$ cat src/hdl/pfc_fault_supervisor_map.svh
// offsets, field positions, reset values and timing counts of the pfc fault supervisor
// Summary of operation
// RQ1: on phase imbalance drop line_ok and release the override pin.
// RQ2: a lost input phase counts as excessive imbalance.
// RQ3: keep power 0.25 s during imbalance, then shut down if still present.
// RQ4: outside party holding override pin low skips the imbalance shutdown.
// RQ5: when line is normal again drive override pin low and restart alone.
// RQ6: short-circuit trip blocks input power about 200 us, then resumes.
// RQ7: input over-voltage blocks power; resume 1 ms after it falls back.
// RQ8: input over-voltage spikes under 80 us may be filtered out.
// RQ9: no line_ok and no startup before input exceeds start level.
// RQ10: input under-voltage lasting more than one second shuts down.
// RQ11: after input under-voltage shutdown stay off at least one second.
// RQ12: output over-voltage disables conversion; resume as soon as it clears.
// RQ13: output below quarter nominal over 150 ms means overload shutdown.
// RQ14: after output under-voltage shutdown restart after one second.
// RQ15: output under-voltage timer also runs during the startup ramp.
// RQ16: temperature warning releases pin; trip disables; restart below warning.
// RQ17: normally the override pin is actively driven low as healthy status.
// RQ18: when a shutdown is due sample the pin; shut down only if high; input and output under-voltage shutdowns ignore the pin.
// RQ19: all timeouts from one prescaled timebase; comparator inputs synchronised.
`ifndef PFC_FAULT_SUPERVISOR_MAP_SVH
`define PFC_FAULT_SUPERVISOR_MAP_SVH

`define CLK_HZ 125000000
`define US_DIV_CYCLES (`CLK_HZ / 1000000)
`define MS_DIV_US 1000
`define T_IMBAL_MS 250
`define T_SC_US 200
`define T_INOV_FILT_US 80
`define T_INOV_RES_MS 1
`define T_INOV_RES_US (`T_INOV_RES_MS * 1000)
`define T_INUV_MS 1000
`define T_INUV_OFF_MS 1000
`define T_OUTUV_MS 150
`define T_OUTUV_OFF_MS 1000

`define REG_STATUS 4'h0
`define REG_EVENT 4'h4
`define REG_MASK 4'h8
`define MASK_RST 8'h00

`define EV_IMBAL 0
`define EV_SC 1
`define EV_INOV 2
`define EV_INUV 3
`define EV_OUTOV 4
`define EV_OUTUV 5
`define EV_OTW 6
`define EV_SHUT 7
`define STAT_STATE_LSB 8
`define STAT_LINE_OK 12
`define STAT_PWR 13
`define STAT_PIN_OE 14
`define STAT_PIN 15

`endif

$ cat src/hdl/pfc_fault_supervisor_pkg.sv
// types of the pfc fault supervisor
package pfc_fault_supervisor_pkg;

  typedef enum logic [3:0] {
    ST_WAIT = 4'h1,
    ST_RUN = 4'h2,
    ST_OFF_TIMED = 4'h4,
    ST_OFF_COND = 4'h8
  } sup_state_t;

  typedef struct packed {
    sup_state_t st;
    logic [10:0] imb_ms;
    logic imb_chk;
    logic ot_chk;
    logic [9:0] sc_us;
    logic [6:0] ovf_us;
    logic inov_flt;
    logic [9:0] inov_res_us;
    logic [10:0] inuv_ms;
    logic [10:0] outuv_ms;
    logic [10:0] off_ms;
    logic start_ok;
    logic line_ok;
    logic pin_oe;
    logic pwr_en;
    logic [7:0] ev;
    logic [7:0] mask;
    logic [7:0] cond_d;
    logic ack;
    logic [31:0] rdata;
  } sup_regs_t;

endpackage

$ cat src/hdl/pfc_fault_supervisor.sv
// fault supervisor: protection sequencing, override pin and avalon register slave
`timescale 1ns/100ps
`default_nettype none
`include "pfc_fault_supervisor_map.svh"
module pfc_fault_supervisor #(
  parameter int unsigned US_DIV = `US_DIV_CYCLES,
  parameter int unsigned MS_DIV = `MS_DIV_US
) (
  input wire logic CLK_IN,
  input wire logic RESETN_IN,
  input wire logic IMBAL_IN,
  input wire logic PHASE_LOSS_IN,
  input wire logic SC_TRIP_IN,
  input wire logic IN_OV_IN,
  input wire logic IN_START_IN,
  input wire logic IN_UV_IN,
  input wire logic OUT_OV_IN,
  input wire logic OUT_UV_IN,
  input wire logic OT_WARN_IN,
  input wire logic OT_TRIP_IN,
  input wire logic OVR_PIN_IN,
  output logic OVR_PIN_OUT,
  output logic OVR_PIN_OE_OUT,
  output logic LINE_OK_OUT,
  output logic POWER_EN_OUT,
  output logic IRQ_OUT,
  input wire logic [3:0] AVS_ADDRESS_IN,
  input wire logic AVS_READ_IN,
  input wire logic AVS_WRITE_IN,
  input wire logic [31:0] AVS_WRITEDATA_IN,
  input wire logic [3:0] AVS_BYTEENABLE_IN,
  output logic [31:0] AVS_READDATA_OUT,
  output logic AVS_WAITREQUEST_OUT
);
  localparam logic [10:0] IMB_MS = 11'(`T_IMBAL_MS);
  localparam logic [9:0] SC_US = 10'(`T_SC_US);
  localparam logic [6:0] FILT_US = 7'(`T_INOV_FILT_US);
  localparam logic [9:0] RES_US = 10'(`T_INOV_RES_US - 1);
  localparam logic [10:0] INUV_MS = 11'(`T_INUV_MS);
  localparam logic [10:0] INUV_OFF = 11'(`T_INUV_OFF_MS);
  localparam logic [10:0] OUTUV_MS = 11'(`T_OUTUV_MS);
  localparam logic [10:0] OUTUV_OFF = 11'(`T_OUTUV_OFF_MS);

  pfc_fault_supervisor_pkg::sup_regs_t r;
  pfc_fault_supervisor_pkg::sup_regs_t n;
  logic [10:0] raw_in;
  logic [10:0] sync_in;
  logic us_tick;
  logic ms_tick;
  logic s_imbal;
  logic s_loss;
  logic s_sc;
  logic s_inov;
  logic s_start;
  logic s_inuv;
  logic s_outov;
  logic s_outuv;
  logic s_otw;
  logic s_ott;
  logic s_pin;
  logic imbal;
  logic [7:0] cond;
  logic [7:0] ev_clr;
  logic go_timed;
  logic go_cond;
  logic [10:0] timed_len;

  // ************************************************************
  // input synchronisation and timebase
  // ************************************************************
  assign raw_in = {OVR_PIN_IN, OT_TRIP_IN, OT_WARN_IN, OUT_UV_IN, OUT_OV_IN, IN_UV_IN,
                   IN_START_IN, IN_OV_IN, SC_TRIP_IN, PHASE_LOSS_IN, IMBAL_IN};

  // RQ19 synchronise all comparators
  pfc_input_sync #(
    .W(11)
  ) pfc_input_sync_i (
    .clk_in(CLK_IN),
    .resetn_in(RESETN_IN),
    .async_in(raw_in),
    .sync_out(sync_in)
  );

  // RQ19 one shared prescaled timebase
  pfc_timebase #(
    .US_DIV(US_DIV),
    .MS_DIV(MS_DIV)
  ) pfc_timebase_i (
    .clk_in(CLK_IN),
    .resetn_in(RESETN_IN),
    .us_tick_out(us_tick),
    .ms_tick_out(ms_tick)
  );

  assign {s_pin, s_ott, s_otw, s_outuv, s_outov, s_inuv, s_start, s_inov, s_sc, s_loss, s_imbal} = sync_in;

  // ************************************************************
  // supervisor logic
  // ************************************************************
  always_comb begin
    n = r;
    go_timed = 1'b0;
    go_cond = 1'b0;
    timed_len = '0;
    // RQ2 phase loss is imbalance
    imbal = s_imbal | s_loss;

    // RQ9 start level gates line_ok
    if (s_start) begin
      n.start_ok = 1'b1;
    end else if (s_inuv) begin
      n.start_ok = 1'b0;
    end
    // RQ1 imbalance drops line_ok
    n.line_ok = n.start_ok && !imbal;
    // RQ17 drive pin low when healthy; RQ1 RQ16 release on imbalance or warning
    n.pin_oe = !(imbal || s_otw);

    // RQ6 short-circuit blanking, retriggered while tripped
    if (s_sc) begin
      n.sc_us = SC_US;
    end else if (us_tick && r.sc_us != '0) begin
      n.sc_us = r.sc_us - 1'b1;
    end

    // RQ8 ignore over-voltage spikes under the filter time
    if (s_inov) begin
      if (us_tick && r.ovf_us != FILT_US) begin
        n.ovf_us = r.ovf_us + 1'b1;
      end
      if (r.ovf_us == FILT_US) begin
        n.inov_flt = 1'b1;
      end
    end else begin
      n.ovf_us = '0;
      n.inov_flt = 1'b0;
    end
    // RQ7 resume delay after over-voltage clears
    if (r.inov_flt) begin
      n.inov_res_us = RES_US;
    end else if (us_tick && r.inov_res_us != '0) begin
      n.inov_res_us = r.inov_res_us - 1'b1;
    end

    case (r.st)
      pfc_fault_supervisor_pkg::ST_WAIT: begin
        n.imb_ms = '0;
        n.imb_chk = 1'b0;
        n.ot_chk = 1'b0;
        n.inuv_ms = '0;
        n.outuv_ms = '0;
        // RQ9 startup only above start level
        if (r.start_ok && !imbal && !s_ott) begin
          n.st = pfc_fault_supervisor_pkg::ST_RUN;
        end
      end
      pfc_fault_supervisor_pkg::ST_RUN: begin
        // RQ3 ride through imbalance for the hold time
        if (imbal) begin
          if (ms_tick && r.imb_ms != IMB_MS) begin
            n.imb_ms = r.imb_ms + 1'b1;
          end
          // RQ18 sample the pin once when due; RQ4 low pin overrides
          if (r.imb_ms == IMB_MS && !r.imb_chk) begin
            n.imb_chk = 1'b1;
            go_cond = s_pin;
          end
        end else begin
          n.imb_ms = '0;
          n.imb_chk = 1'b0;
        end
        // RQ16 trip disables unless pin held low
        if (s_ott) begin
          if (!r.ot_chk) begin
            n.ot_chk = 1'b1;
            go_cond = go_cond | s_pin;
          end
        end else begin
          n.ot_chk = 1'b0;
        end
        // RQ10 sustained input under-voltage
        if (!s_inuv) begin
          n.inuv_ms = '0;
        end else if (ms_tick) begin
          if (r.inuv_ms == INUV_MS) begin
            go_timed = 1'b1;
            timed_len = INUV_OFF;
          end else begin
            n.inuv_ms = r.inuv_ms + 1'b1;
          end
        end
        // RQ13 RQ15 overload timer runs from the start of the ramp
        if (!s_outuv) begin
          n.outuv_ms = '0;
        end else if (ms_tick) begin
          if (r.outuv_ms == OUTUV_MS) begin
            go_timed = 1'b1;
            timed_len = (timed_len > OUTUV_OFF) ? timed_len : OUTUV_OFF;
          end else begin
            n.outuv_ms = r.outuv_ms + 1'b1;
          end
        end
        // timed off wins so the minimum off time is never cut short
        if (go_timed) begin
          n.st = pfc_fault_supervisor_pkg::ST_OFF_TIMED;
          n.off_ms = timed_len;
        end else if (go_cond) begin
          n.st = pfc_fault_supervisor_pkg::ST_OFF_COND;
        end
      end
      pfc_fault_supervisor_pkg::ST_OFF_TIMED: begin
        // RQ11 RQ14 hold off, then retry
        if (r.off_ms == '0) begin
          n.st = pfc_fault_supervisor_pkg::ST_WAIT;
        end else if (ms_tick) begin
          n.off_ms = r.off_ms - 1'b1;
        end
      end
      pfc_fault_supervisor_pkg::ST_OFF_COND: begin
        // RQ5 RQ16 restart once imbalance and heat are gone
        if (!imbal && !s_otw) begin
          n.st = pfc_fault_supervisor_pkg::ST_WAIT;
        end
      end
      default: begin
        n.st = pfc_fault_supervisor_pkg::ST_WAIT;
      end
    endcase

    // RQ6 RQ7 RQ12 gate power flow
    n.pwr_en = (n.st == pfc_fault_supervisor_pkg::ST_RUN) && n.sc_us == '0 && !n.inov_flt &&
               n.inov_res_us == '0 && !s_outov;

    // ************************************************************
    // events, mask and register slave
    // ************************************************************
    cond = '0;
    cond[`EV_IMBAL] = imbal;
    cond[`EV_SC] = s_sc;
    cond[`EV_INOV] = n.inov_flt;
    cond[`EV_INUV] = go_timed && r.inuv_ms == INUV_MS;
    cond[`EV_OUTOV] = s_outov;
    cond[`EV_OUTUV] = go_timed && r.outuv_ms == OUTUV_MS;
    cond[`EV_OTW] = s_otw;
    cond[`EV_SHUT] = go_timed || go_cond;
    n.cond_d = cond;

    ev_clr = '0;
    if (AVS_WRITE_IN && r.ack && AVS_BYTEENABLE_IN[0]) begin
      if (AVS_ADDRESS_IN == `REG_EVENT) begin
        ev_clr = AVS_WRITEDATA_IN[7:0];
      end
      if (AVS_ADDRESS_IN == `REG_MASK) begin
        n.mask = AVS_WRITEDATA_IN[7:0];
      end
    end
    // a new event beats a clear in the same cycle
    n.ev = (r.ev & ~ev_clr) | (cond & ~r.cond_d);

    // one wait cycle per access, then the answer
    n.ack = (AVS_READ_IN || AVS_WRITE_IN) && !r.ack;
    if (AVS_READ_IN && !r.ack) begin
      n.rdata = '0;
      case (AVS_ADDRESS_IN)
        `REG_STATUS: begin
          n.rdata[7:0] = r.cond_d;
          n.rdata[`STAT_STATE_LSB +: 4] = r.st;
          n.rdata[`STAT_LINE_OK] = r.line_ok;
          n.rdata[`STAT_PWR] = r.pwr_en;
          n.rdata[`STAT_PIN_OE] = r.pin_oe;
          n.rdata[`STAT_PIN] = s_pin;
        end
        `REG_EVENT: begin
          n.rdata[7:0] = r.ev;
        end
        `REG_MASK: begin
          n.rdata[7:0] = r.mask;
        end
        default: begin
          n.rdata = '0;
        end
      endcase
    end
  end

  always_ff @(posedge CLK_IN or negedge RESETN_IN) begin
    if (!RESETN_IN) begin
      r <= '0;
      r.st <= pfc_fault_supervisor_pkg::ST_WAIT;
      r.mask <= `MASK_RST;
    end else begin
      r <= n;
    end
  end

  // open drain: only ever pulls low
  assign OVR_PIN_OUT = 1'b0;
  assign OVR_PIN_OE_OUT = r.pin_oe;
  assign LINE_OK_OUT = r.line_ok;
  assign POWER_EN_OUT = r.pwr_en;
  assign IRQ_OUT = |(r.ev & r.mask);
  assign AVS_READDATA_OUT = r.rdata;
  assign AVS_WAITREQUEST_OUT = (AVS_READ_IN || AVS_WRITE_IN) && !r.ack;

  // ************************************************************
  // assertions
  // ************************************************************
  a_imbal_line_pin: assert property (@(posedge CLK_IN) disable iff (!RESETN_IN) // RQ1
    s_imbal |=> !LINE_OK_OUT && !OVR_PIN_OE_OUT) else $error("imbalance kept line_ok or pin drive");
  a_phase_loss: assert property (@(posedge CLK_IN) disable iff (!RESETN_IN) // RQ2
    s_loss && !s_imbal |=> !LINE_OK_OUT && !OVR_PIN_OE_OUT) else $error("phase loss not treated as imbalance");
  a_imbal_ride: assert property (@(posedge CLK_IN) disable iff (!RESETN_IN) // RQ3
    r.st == pfc_fault_supervisor_pkg::ST_RUN && imbal && r.imb_ms != IMB_MS && !s_ott && !s_inuv && !s_outuv
    |=> r.st == pfc_fault_supervisor_pkg::ST_RUN) else $error("shut down before imbalance hold time");
  a_imbal_shut: assert property (@(posedge CLK_IN) disable iff (!RESETN_IN) // RQ18
    r.st == pfc_fault_supervisor_pkg::ST_RUN && imbal && r.imb_ms == IMB_MS && !r.imb_chk && s_pin && !s_inuv
    && !s_outuv |=> r.st == pfc_fault_supervisor_pkg::ST_OFF_COND) else $error("imbalance shutdown missed");
  a_override_keep: assert property (@(posedge CLK_IN) disable iff (!RESETN_IN) // RQ4
    r.st == pfc_fault_supervisor_pkg::ST_RUN && !s_pin && !s_inuv && !s_outuv
    |=> r.st == pfc_fault_supervisor_pkg::ST_RUN) else $error("shut down while override pin held low");
  a_cond_restart: assert property (@(posedge CLK_IN) disable iff (!RESETN_IN) // RQ5
    r.st == pfc_fault_supervisor_pkg::ST_OFF_COND && !imbal && !s_otw
    |=> r.st == pfc_fault_supervisor_pkg::ST_WAIT) else $error("no automatic restart");
  a_sc_blank: assert property (@(posedge CLK_IN) disable iff (!RESETN_IN) // RQ6
    s_sc |=> r.sc_us == SC_US && !POWER_EN_OUT) else $error("short-circuit trip did not block power");
  a_inov_block: assert property (@(posedge CLK_IN) disable iff (!RESETN_IN) // RQ7
    r.inov_flt |=> !POWER_EN_OUT && r.inov_res_us == RES_US) else $error("over-voltage did not block power");
  a_inov_filter: assert property (@(posedge CLK_IN) disable iff (!RESETN_IN) // RQ8
    s_inov && r.ovf_us != FILT_US |=> !r.inov_flt) else $error("over-voltage spike passed the filter");
  // a run already under way may go on; only a fresh start is barred
  a_start_gate: assert property (@(posedge CLK_IN) disable iff (!RESETN_IN) // RQ9
    !r.start_ok && !s_start |=> !LINE_OK_OUT
    && (r.st != pfc_fault_supervisor_pkg::ST_RUN || $past(r.st) == pfc_fault_supervisor_pkg::ST_RUN))
    else $error("started below start level");
  a_inuv_shut: assert property (@(posedge CLK_IN) disable iff (!RESETN_IN) // RQ10
    r.st == pfc_fault_supervisor_pkg::ST_RUN && s_inuv && ms_tick && r.inuv_ms == INUV_MS
    |=> r.st == pfc_fault_supervisor_pkg::ST_OFF_TIMED && r.off_ms == INUV_OFF)
    else $error("no under-voltage shutdown");
  a_off_hold: assert property (@(posedge CLK_IN) disable iff (!RESETN_IN) // RQ11
    r.st == pfc_fault_supervisor_pkg::ST_OFF_TIMED && r.off_ms != '0
    |=> r.st == pfc_fault_supervisor_pkg::ST_OFF_TIMED && !POWER_EN_OUT) else $error("off time cut short");
  a_out_ov: assert property (@(posedge CLK_IN) disable iff (!RESETN_IN) // RQ12
    s_outov |=> !POWER_EN_OUT) else $error("output over-voltage kept conversion on");
  a_outuv_shut: assert property (@(posedge CLK_IN) disable iff (!RESETN_IN) // RQ13
    r.st == pfc_fault_supervisor_pkg::ST_RUN && s_outuv && ms_tick && r.outuv_ms == OUTUV_MS
    |=> r.st == pfc_fault_supervisor_pkg::ST_OFF_TIMED && r.off_ms >= OUTUV_OFF) else $error("no overload shutdown");
  a_pin_drive: assert property (@(posedge CLK_IN) disable iff (!RESETN_IN) // RQ17
    !imbal && !s_otw |=> OVR_PIN_OE_OUT) else $error("pin not driven low while healthy");
  a_tick_align: assert property (@(posedge CLK_IN) disable iff (!RESETN_IN) // RQ19
    ms_tick |-> us_tick) else $error("ms tick off the us timebase");
endmodule
`default_nettype wire

$ cat src/hdl/pfc_input_sync.sv
// two-stage synchroniser for the comparator and pin inputs
`timescale 1ns/100ps
`default_nettype none
module pfc_input_sync #(
  parameter int unsigned W = 11
) (
  input wire logic clk_in,
  input wire logic resetn_in,
  input wire logic [W-1:0] async_in,
  output logic [W-1:0] sync_out
);
  typedef struct packed {
    logic [W-1:0] s1;
    logic [W-1:0] s2;
  } sync_regs_t;

  sync_regs_t r;
  sync_regs_t n;

  always_comb begin
    n.s1 = async_in;
    n.s2 = r.s1;
  end

  always_ff @(posedge clk_in or negedge resetn_in) begin
    if (!resetn_in) begin
      r <= '0;
    end else begin
      r <= n;
    end
  end

  assign sync_out = r.s2;
endmodule
`default_nettype wire

$ cat src/hdl/pfc_timebase.sv
// microsecond and millisecond tick prescaler
`timescale 1ns/100ps
`default_nettype none
`include "pfc_fault_supervisor_map.svh"
module pfc_timebase #(
  parameter int unsigned US_DIV = `US_DIV_CYCLES,
  parameter int unsigned MS_DIV = `MS_DIV_US
) (
  input wire logic clk_in,
  input wire logic resetn_in,
  output logic us_tick_out,
  output logic ms_tick_out
);
  localparam int UW = $clog2(US_DIV + 1);
  localparam int MW = $clog2(MS_DIV + 1);

  typedef struct packed {
    logic [UW-1:0] us_cnt;
    logic [MW-1:0] ms_cnt;
    logic us_tick;
    logic ms_tick;
  } tb_regs_t;

  tb_regs_t r;
  tb_regs_t n;

  // ms tick always lands on a us tick
  always_comb begin
    n = r;
    n.us_tick = 1'b0;
    n.ms_tick = 1'b0;
    if (r.us_cnt == UW'(US_DIV - 1)) begin
      n.us_cnt = '0;
      n.us_tick = 1'b1;
      if (r.ms_cnt == MW'(MS_DIV - 1)) begin
        n.ms_cnt = '0;
        n.ms_tick = 1'b1;
      end else begin
        n.ms_cnt = r.ms_cnt + 1'b1;
      end
    end else begin
      n.us_cnt = r.us_cnt + 1'b1;
    end
  end

  always_ff @(posedge clk_in or negedge resetn_in) begin
    if (!resetn_in) begin
      r <= '0;
    end else begin
      r <= n;
    end
  end

  assign us_tick_out = r.us_tick;
  assign ms_tick_out = r.ms_tick;
endmodule
`default_nettype wire

$ cat config.mk
export PLATFORM = sky130hd
export DESIGN_NAME = pfc_fault_supervisor
export DESIGN_NICKNAME = d
export VERILOG_FILES = /design/src/hdl/pfc_fault_supervisor_pkg.sv /design/src/hdl/pfc_fault_supervisor.sv /design/src/hdl/pfc_input_sync.sv /design/src/hdl/pfc_timebase.sv
export VERILOG_INCLUDE_DIRS = /design/src /design/src/hdl
export SDC_FILE = /design/constraint.sdc
export NUM_CORES = 1
export LEC_CHECK = 0
export BUFFER_PORTS_ARGS = -buffer_cell sky130_fd_sc_hd__buf_2
export CORE_AREA = 5 5 127 129
export DETAILED_ROUTE_END_ITERATION = 8
export DIE_AREA = 0 0 132 134
export GPL_TIMING_DRIVEN = 0
export PLACE_DENSITY = 0.74
export SYNTH_ARGS = -nofsm -noshare
export SYNTH_HDL_FRONTEND = slang
export SYNTH_SLANG_ARGS = --single-unit
$ cat constraint.sdc
create_clock -name CLK_IN -period 3.3 [get_ports CLK_IN]
set_input_delay 0.33 -clock CLK_IN [delete_from_list [all_inputs] [get_ports CLK_IN]]
set_output_delay 0.33 -clock CLK_IN [all_outputs]
set_load 0.005 [all_outputs]
* Yosys cells after proc, flatten, opt, wreduce, memory -nomap -nowiden
Cells that the tools add are included.
Storage, ports and cells: bits in registers 164, input bits 55, output and inout bits 38, logic and storage cells 176
Operators by class: add/subtract/negate cells 9, $lt $le $gt $ge 1, equality and inequality tests 25, multiplexer cells 62, bitwise gates (word level) 8, reduce and logical (&&, ||, !) cells 45
Operators with widths (count):
- two-way mux 11 bit | 15
- two-way mux 10 bit | 8
- case mux 22 bit (2 select lines) | 1
- adder 11 x 1 -> 11 bit (second input constant) | 3
- two-way mux 8 bit | 4
- case mux 13 bit (2 select lines) | 1
- bitwise AND 8 bit | 3
- case mux 8 bit (3 select lines) | 1
- equality test 11 x 8 -> 1 bit (second input constant) | 2
- case mux 11 bit (2 select lines) | 1
- two-way mux 1 bit | 21
- logical NOT 10 bit | 2
- two-way mux 4 bit | 5
- nonzero test 10 bit | 2
- subtractor 10 x 1 -> 10 bit (second input constant) | 2
- logical AND 1 bit | 19
- NOT 8 bit | 2
- case mux 4 bit (4 select lines) | 1
- adder 7 x 1 -> 7 bit (second input constant) | 2
- equality test 7 bit (second input constant) | 2
- two-way mux 7 bit | 2
- two-way mux 12 bit | 1
- != test 3 bit (second input constant) | 4
- equality test 11 x 10 -> 1 bit (second input constant) | 1
- 25 further kinds | 45

* Depth between registers and ports, before layout
Gate-level depths: netlist of the first run.
depth after elaboration 17, gate-level depth with buffers 8, gate-level depth less buffers 8

* Modules after synthesis
A second synthesis of the first run with hierarchy kept.
Second synthesis, totals: cells, all modules 759, area, all modules 7985.2 µm²
Modules (own cells, without submodules):
- pfc_fault_supervisor | times used 1, cells each 647, area an instance 6505.0 µm², seq. area each 3054.2 µm²
- pfc_timebase | times used 1, cells each 90, area an instance 929.6 µm², seq. area each 475.5 µm²
- pfc_input_sync | times used 1, cells each 22, area an instance 550.5 µm², seq. area each 550.5 µm²

* Least setup slack after synthesis of the first run
Ideal clock, no wire load.
path kind register to register, start point register r[94] (netlist name), end point register r (netlist bit POWER_EN_OUT), arrival time 2606 ps, data required time 3204 ps, setup slack 599 ps, stages on the path, launching flop included 9, buffers on the path 0, period minus slack after synthesis 2701 ps, path through dfrtp_1 inv_1 ha_1 nor3b_1 a211oi_1 or3_4 or3_1 or4_1 nor4_2
RTL lines:
- from (decl) | RTL line pfc_fault_supervisor.sv:44 | pfc_fault_supervisor_pkg::sup_regs_t r;
- from (signal assigned) | RTL line pfc_fault_supervisor.sv:292 | r <= n;

==> results of run 1 <==
sequential cells by signal, indices dropped and copies added, names as in the netlist:
register / cells
r: 103
pfc_timebase_i.r: 17
AVS_READDATA_OUT: 16
pfc_input_sync_i.n: 11
pfc_input_sync_i.sync_out: 11
LINE_OK_OUT: 1
OVR_PIN_OE_OUT: 1
POWER_EN_OUT: 1
pfc_timebase_i.ms_tick_out: 1
pfc_timebase_i.us_tick_out: 1
critical path, stage by stage (launching register included):
cell and delay, ps:
dfrtp_1 430, inv_1 110, ha_1 250, nor3b_1 450, a211oi_1 170, or3_4 410, or3_1 370, or4_1 490
nor4_2 280
final timing paths:
kind,endpoint,start,depth (start not counted),slack (ps)
max,POWER_EN_OUT,r[94],8,250
min,r[45],AVS_WRITEDATA_IN[4],2,160
max reg2reg,POWER_EN_OUT,r[94],8,250
min reg2reg,pfc_input_sync_i.sync_out[3],pfc_input_sync_i.n[3],0,350
max in group asynchronous,r[135],RESETN_IN,3,2050
min in group asynchronous,r[127],RESETN_IN,2,440
cells in the mapped netlist, drive strengths merged, types with 7 or more instances:
cell type  count
a21oi         22
a22o          21
a31oi          8
and2          11
and3          12
buf           36
clkbuf        20
dfrtp        162
ha            14
inv           38
mux2           8
mux2i         14
nand2         69
nand3         32
nand4         21
nor2          66
nor3          12
nor4           7
nor4b          7
o21ai         49
o31ai          9
or3           14
or4            7
xnor2         22
xor2          19
timing repair:
item                                   in CTS  in global routing
setup endpoints to repair                   0                  2
endpoints found under the hold margin      82                  2
hold buffers                               10                  2
resized for setup                           0                  2
power by group through the flow:
stage | Clock [mW] | Combinational [mW] | Sequential [mW]
after CTS | 2.19 | 0.434 | 2.11
after global routing | 2.28 | 0.490 | 2.12
final | 2.15 | 0.437 | 2.11
after detailed placement | 0 | 0.424 | 2.15
after global placement | 0 | 0.418 | 2.14
after floorplan | 0 | 0.258 | 2.13
cell families (layout without fill, tap and decap cells):
logic type / count (synthesis) / after routing / share of synthesized area
buffers and inverters: 94 / 187 / 0.0617
multiplexers: 22 / 22 / 0.0290
adder cells (fa/ha/maj): 14 / 14 / 0.0221
XOR/XNOR: 41 / 41 / 0.0453
AND/OR/NAND/NOR: 299 / 299 / 0.203
flip-flops: 163 / 163 / 0.514
other: 1 / 17 / 0.000473
AO/OA/AOI/OAI: 150 / 150 / 0.125
area by class of cell:
| cell class | count | area [um2] | area share |
|---|---|---|---|
| Buffer | 56 | 347 | 0.0373 |
| Clock buffer | 19 | 443 | 0.0477 |
| Clock inverter | 13 | 206 | 0.0222 |
| Inverter | 38 | 143 | 0.0153 |
| Multi-Input combinational cell | 543 | 3440 | 0.370 |
| Sequential cell | 163 | 4080 | 0.439 |
| Tap cell | 188 | 235 | 0.0253 |
| Timing Repair Buffer | 61 | 398 | 0.0428 |
layer usage:
layer	routed length (um)	share of wire	vias to the layer above	global-route usage
li1	-	-	2947	-
met1	7430	0.47	2834	0.261
met2	7450	0.47	154	0.286
met5	0	0	-	0
met4	252	0.016	0	0.0623
met3	821	0.051	22	0.0469
==> reports/summary.txt, run 1 <==
Ports: 93
Final TNS setup: 0 ps
Area share of the largest cell type after synthesis: 0.511
Area after DPL: 0.00851 mm2
CTS tree: done
Layout area overhead: 17.1%
Crit. End Element: flop
Worst relative slew slack: 0.230
Placer Congestion: 0.880
Setup bufs post-CTS: 0
Commonest cells after routing, fill and taps aside: 162 x dfrtp_1, 69 x nand2_1, 66 x nor2_1
WL final: 16000 um
Post-synthesis sequential area ratio: 0.514
Clk Latency, worst-skew pair: 430 ps
Part of the power in registers: 0.449
Core ar.: 0.0149 mm2
First-pass GRT wire length: 27300 um
Die Y: 134 um
ANT cells: 0
DRT Pass-1 Iters: 6
Vias per cell: 5.51
Netlist cell types: 69
Status: finished, final reports clean
Setup ws final: 248 ps
P_leak: 4.31 nW
Fin cells: 1081
Worst VDD drop: 0.352 mV
Post-route cell area: 0.00929 mm2
Drc violations: 0
Max Buffers Root-to-Sink: 2
Ratio of cells with drive above 1 in the final layout: 0.155
Post-Synthesis Cells: 784
Crit path launch type: flop
Root Buffer: clkbuf_16
Clock period minus worst slack: 3050 ps
Detailed Route Iter0 Violations: 440
Synth area leader: dfrtp_1
Switching power: 1.14 mW
Fmax: 328 MHz
Final period util: 0.925
Placed cell count: 1037
Main synth FF type: dfrtp_1
Nets: 949
Most common cell after layout, fill and taps aside: dfrtp_1
Max Slew Vio Count: 0
Port Buffers: 48
Clock sink count: 163
Row cnt: 45
Avg WL per Cell: 14.8 um
Die X: 132 um
Critical path required time: 3630 ps
Internal: 3.57 mW
Part of the power in the clock network: 0.458
Largest net degree at the start of global routing: 91
Max H-tree Level: 4
Dpl hpwl: 11100 um
Initial core utilization: 0.532
Final Setup Violations: 0
Max Cap Viol: 0
Number of synthesized flops with an enable pin: 0
GRT Total Usage: 0.186
Final Total Pwr: 4.70 mW
Die area: 0.0177 mm2
Initial antenna violation count: 0
Crit path max fanout: 5
Switching fraction of total power: 0.242
Num CTS Buffers: 17
Crit path arrival time: 3380 ps
Vias: 5957
Comb pwr share: 0.093
Setup Skew: 7.14 ps
Asr flop ratio synth: 1.00
Endpoints failing hold: 0
FILL cells: 1202
Post-synthesis cell area: 0.00793 mm2
Synth warnings: 0
Number of global-route vias before repair: 5711
Post-route ant nets: 0
Hold_ws: 156 ps
Syn Area/Cell: 10.1 um2
CP Class: reg2reg
Register bit total from synthesis: 163
Type of the most critical hold path: in2reg
RSZ-0062 raised after global routing: false
Pwr/cell area: 506 mW/mm2
Overflow after GRT: 0
Top cells by area, synth: dfrtp_1 51%, nand2_1 3.3%, buf_4 3.2%
Clock transition at path regs: 60 ps
Fin util: 0.623
Pre-CTS setup slack: 272 ps
Slew @ Worst Pin: 1150 ps
No activity file was read; power rests on OpenSTA's default activity.
==> run 2: changes to the inputs <==
--- a/config.mk
+++ b/config.mk
@@ -6,10 +6,11 @@
 export SDC_FILE = /design/constraint.sdc
 export NUM_CORES = 1
 export LEC_CHECK = 0
+export ABC_AREA = 1
 export BUFFER_PORTS_ARGS = -buffer_cell sky130_fd_sc_hd__buf_2
-export CORE_AREA = 5 5 127 129
+export CORE_AREA = 5 5 130 132
 export DETAILED_ROUTE_END_ITERATION = 8
-export DIE_AREA = 0 0 132 134
+export DIE_AREA = 0 0 135 137
 export GPL_TIMING_DRIVEN = 0
 export PLACE_DENSITY = 0.74
 export SYNTH_ARGS = -nofsm -noshare
==> reports/summary.txt, run 2 <==
Core ar.: 0.0156 mm2 (+4.5%)
Die Y: 137 um (+2.2%)
Post-synthesis cell area: 0.00833 mm2 (+5.1%)
Dpl hpwl: 12300 um (+11%)
Max Cap Viol: 0 (unchanged)
Synth warnings: 0 (unchanged)
Synth Area in Simple Gates: 0.271 (+0.0689)
Switching power: 1.39 mW (+23%)
Post-synthesis adder-cell area fraction: 0.0210 (-0.00106)
Max Slew Vio Count: 0 (unchanged)
Synth Area in Compound Gates: 0.0995 (-0.0251)
Top reg by flops: r
Post-route ant nets: 0 (unchanged)
Setup bufs post-CTS: 0 (unchanged)
Worst relative slew slack: 0.602 (+0.372)
Port Buffers: 48 (unchanged)
Status: finished, final reports clean
Ports: 93 (unchanged)
CP Class: reg2reg
RSZ-0062 raised after global routing: false
P_leak: 4.89 nW (+14%)
Internal: 3.67 mW (+3.0%)
Endpoints failing hold: 0 (unchanged)
Clock transition at path regs: 60 ps (about the same)
Fmax: 477 MHz (+46%)
Placer Congestion: 0.877 (-0.27%)
Mux contribution to synthesized area: 0 (-0.0290)
Die area: 0.0185 mm2 (+4.6%)
Final TNS setup: 0 ps (unchanged)
Critical path required time: 3660 ps (+30 ps)
Nets: 1183 (+25%)
Row cnt: 46 (+2.2%)
Switching fraction of total power: 0.275 (+0.0333)
Asr flop ratio synth: 1.00 (unchanged)
Register-to-register setup slack: 1200 ps (+960 ps)
CP bufs+invs: 1 (unchanged)
Synth cell count leaders: 219 x nand2_1, 162 x dfrtp_1, 137 x inv_1, 118 x nor2_1, 66 x o21ai_0
Setup Skew: 7.10 ps (-0.0431 ps)
Clock sink count: 163 (unchanged)
HP Start: AVS_READ_IN
Final Setup Violations: 0 (unchanged)
Main synth FF type: dfrtp_1
Part of the power in the clock network: 0.416 (-0.042)
Overflow after GRT: 0 (unchanged)
Largest net degree at the start of global routing: 114 (+25%)
Detailed Route Iter0 Violations: 443 (+0.68%)
Num CTS Buffers: 17 (unchanged)
Layout area overhead: 16.4%
Worst r2r dst: POWER_EN_OUT
Hold_ws: 186 ps (+30.2 ps)
Root Buffer: clkbuf_16
Ratio of cells with drive above 1 in the final layout: 0.154 (about the same)
Avg WL per Cell: 12.7 um (-14%)
Vias per cell: 5.03 (-8.8%)
Cell with the most instances after synthesis: nand2_1
Commonest cells after routing, fill and taps aside: 219 x nand2_1, 162 x dfrtp_1, 137 x inv_1
Most common cell after layout, fill and taps aside: nand2_1
Max Buffers Root-to-Sink: 2 (unchanged)
Worst path most repeated cell: nand2_1
Part of the power in registers: 0.430 (-0.019)
Final Total Pwr: 5.06 mW (+7.7%)
CP Cell Sequence: inv_1 -> ha_1 -> nand2_1 -> nor2_2 -> nand2_1 -> nand2_2 -> nand2_1 -> nand3_1 -> nand3_1 -> nor2_1 -> nand2_1 -> nor2_1 -> nand2_1 -> nor2_1
Worst stage delay on the critical path: 420 ps (-70 ps)
Syn Area/Cell: 8.19 um2 (-19%)
Pwr/cell area: 522 mW/mm2 (+3.2%)
Post-Synthesis Cells: 1018 (+30%)
Max H-tree Level: 4 (unchanged)
Synth area leader: dfrtp_1
Crit path launch type: flop
Max reg flops: 103 (unchanged)
Slowest CP cell: dfrtp_1
GRT Total Usage: 0.198 (+0.0121)
Netlist cell types: 53 (-23%)
Crit path arrival time: 2450 ps (-930 ps)
Comb pwr share: 0.153 (+0.060)
Clk Latency, worst-skew pair: 430 ps (about the same)
Crit path max-delay family: simple AND/OR/NAND/NOR gates
XOR/XNOR Fraction of Synth Area: 0.0147 (-0.0306)
Number of synthesized flops with an enable pin: 0 (unchanged)
Top cells by area, synth: dfrtp_1 49%, nand2_1 9.9%, inv_1 6.2%
Vias: 6753 (+13%)
Initial antenna violation count: 0 (unchanged)
Crit. End Element: flop
Drc violations: 0 (unchanged)
WL final: 17100 um (+7.1%)
Register bit total from synthesis: 163 (unchanged)
Reg-to-reg startpoint: r[112]
DRT Pass-1 Iters: 5 (-1)
Type of the most critical hold path: in2reg
ANT cells: 0 (unchanged)
First-pass GRT wire length: 29900 um (+9.4%)
Critical path depth: 14 (+6)
Clock period minus worst slack: 2100 ps (-956 ps)
Worst VDD drop: 0.400 mV (+14%)
Area share of the largest cell type after synthesis: 0.486 (-0.0246)
Worst reg2reg path depth: 14 (+6)
Initial core utilization: 0.534 (+0.00268)
Number of global-route vias before repair: 6351 (+11%)
Slew @ Worst Pin: 593 ps (-553 ps)
Post-synthesis sequential area ratio: 0.490 (-0.0248)
Crit path max fanout: 7 (+2)
Cts repair resizes: 0 (unchanged)
Die X: 135 um (+2.3%)
Final period util: 0.635 (-0.290)
CTS tree: done
Worst hold stages: 3 (+1)
Largest family of logic cells by synthesized area: simple AND/OR/NAND/NOR gates
Min-Delay Endpoint: r[32]
[run 2: routing by layer]
layer / routed length [um] / global-route usage / share of wire / vias to the layer above
met5: 0 / 0 / 0 / -
met4: 311 / 0.0700 / 0.018 / 0
met3: 711 / 0.0382 / 0.042 / 33
met2: 7750 / 0.310 / 0.45 / 150
met1: 8310 / 0.279 / 0.49 / 3146
li1: - / - / - / 3424
[run 2: how the worst max path moves through the flow]
stage	endpoint	from	slack, ps
floorplan	POWER_EN_OUT	r[94]	1560
global placement	r[68]	RESETN_IN	-560
detailed placement	POWER_EN_OUT	r[112]	1220
CTS	POWER_EN_OUT	r[112]	1190
global route	r[63]	r[83]	1010
finish	POWER_EN_OUT	r[112]	1200
[run 2: final cells by class]
type                            count  area [um2]
Clock inverter                     10         145
Inverter                          146         551
Sequential cell                   163        4080
Timing Repair Buffer               61         398
Tap cell                          216         270
Buffer                             43         310
Fill cell                        1346        5900
Clock buffer                       22         494
Multi-Input combinational cell    682        3450
[run 2: repair_timing]
item / CTS / global route
hold buffers: 12 / 0
setup endpoints to repair: 0 / 0
hold endpoints to repair: 61 / 0
[run 2: per-stage QoR]
| stage | cell area (um2) | utilization | std cells | setup WS [ps] |
|---|---|---|---|---|
| global placement | 8900 | 0.571 | 1298 | -562 |
| finish | 9700 | 0.622 | 1343 | 1200 |
| CTS | 9700 | 0.622 | 1343 | 1190 |
| global route | 9700 | 0.622 | 1343 | 1010 |
| detailed placement | 8940 | 0.573 | 1299 | 1220 |
| floorplan | 8390 | - | 1034 | 1560 |
[run 2: kinds of logic (layout without fill, tap and decap cells)]
| family | after synthesis | after routing |
|---|---|---|
| AO/OA/AOI/OAI | 146 | 146 |
| adder cells (fa/ha/maj) | 14 | 14 |
| AND/OR/NAND/NOR | 491 | 491 |
| other | 1 | 17 |
| flip-flops | 163 | 163 |
| XOR/XNOR | 14 | 14 |
| buffers and inverters | 189 | 282 |
[run 2: worst min-delay path, stage by stage]
cell and delay, ps:
buf_2 90, nor2_1 40, nor2_1 110
[run 2: power by group through the flow]
stage          Clock (mW)  Sequential [mW]  Combinational [mW]
2_1_floorplan           0             2.19               0.557
3_3_place_gp            0             2.21               0.745
3_5_place_dp            0             2.21               0.764
4_1_cts              2.15             2.18               0.779
5_1_grt              2.23             2.19               0.891
6_report             2.11             2.18               0.777
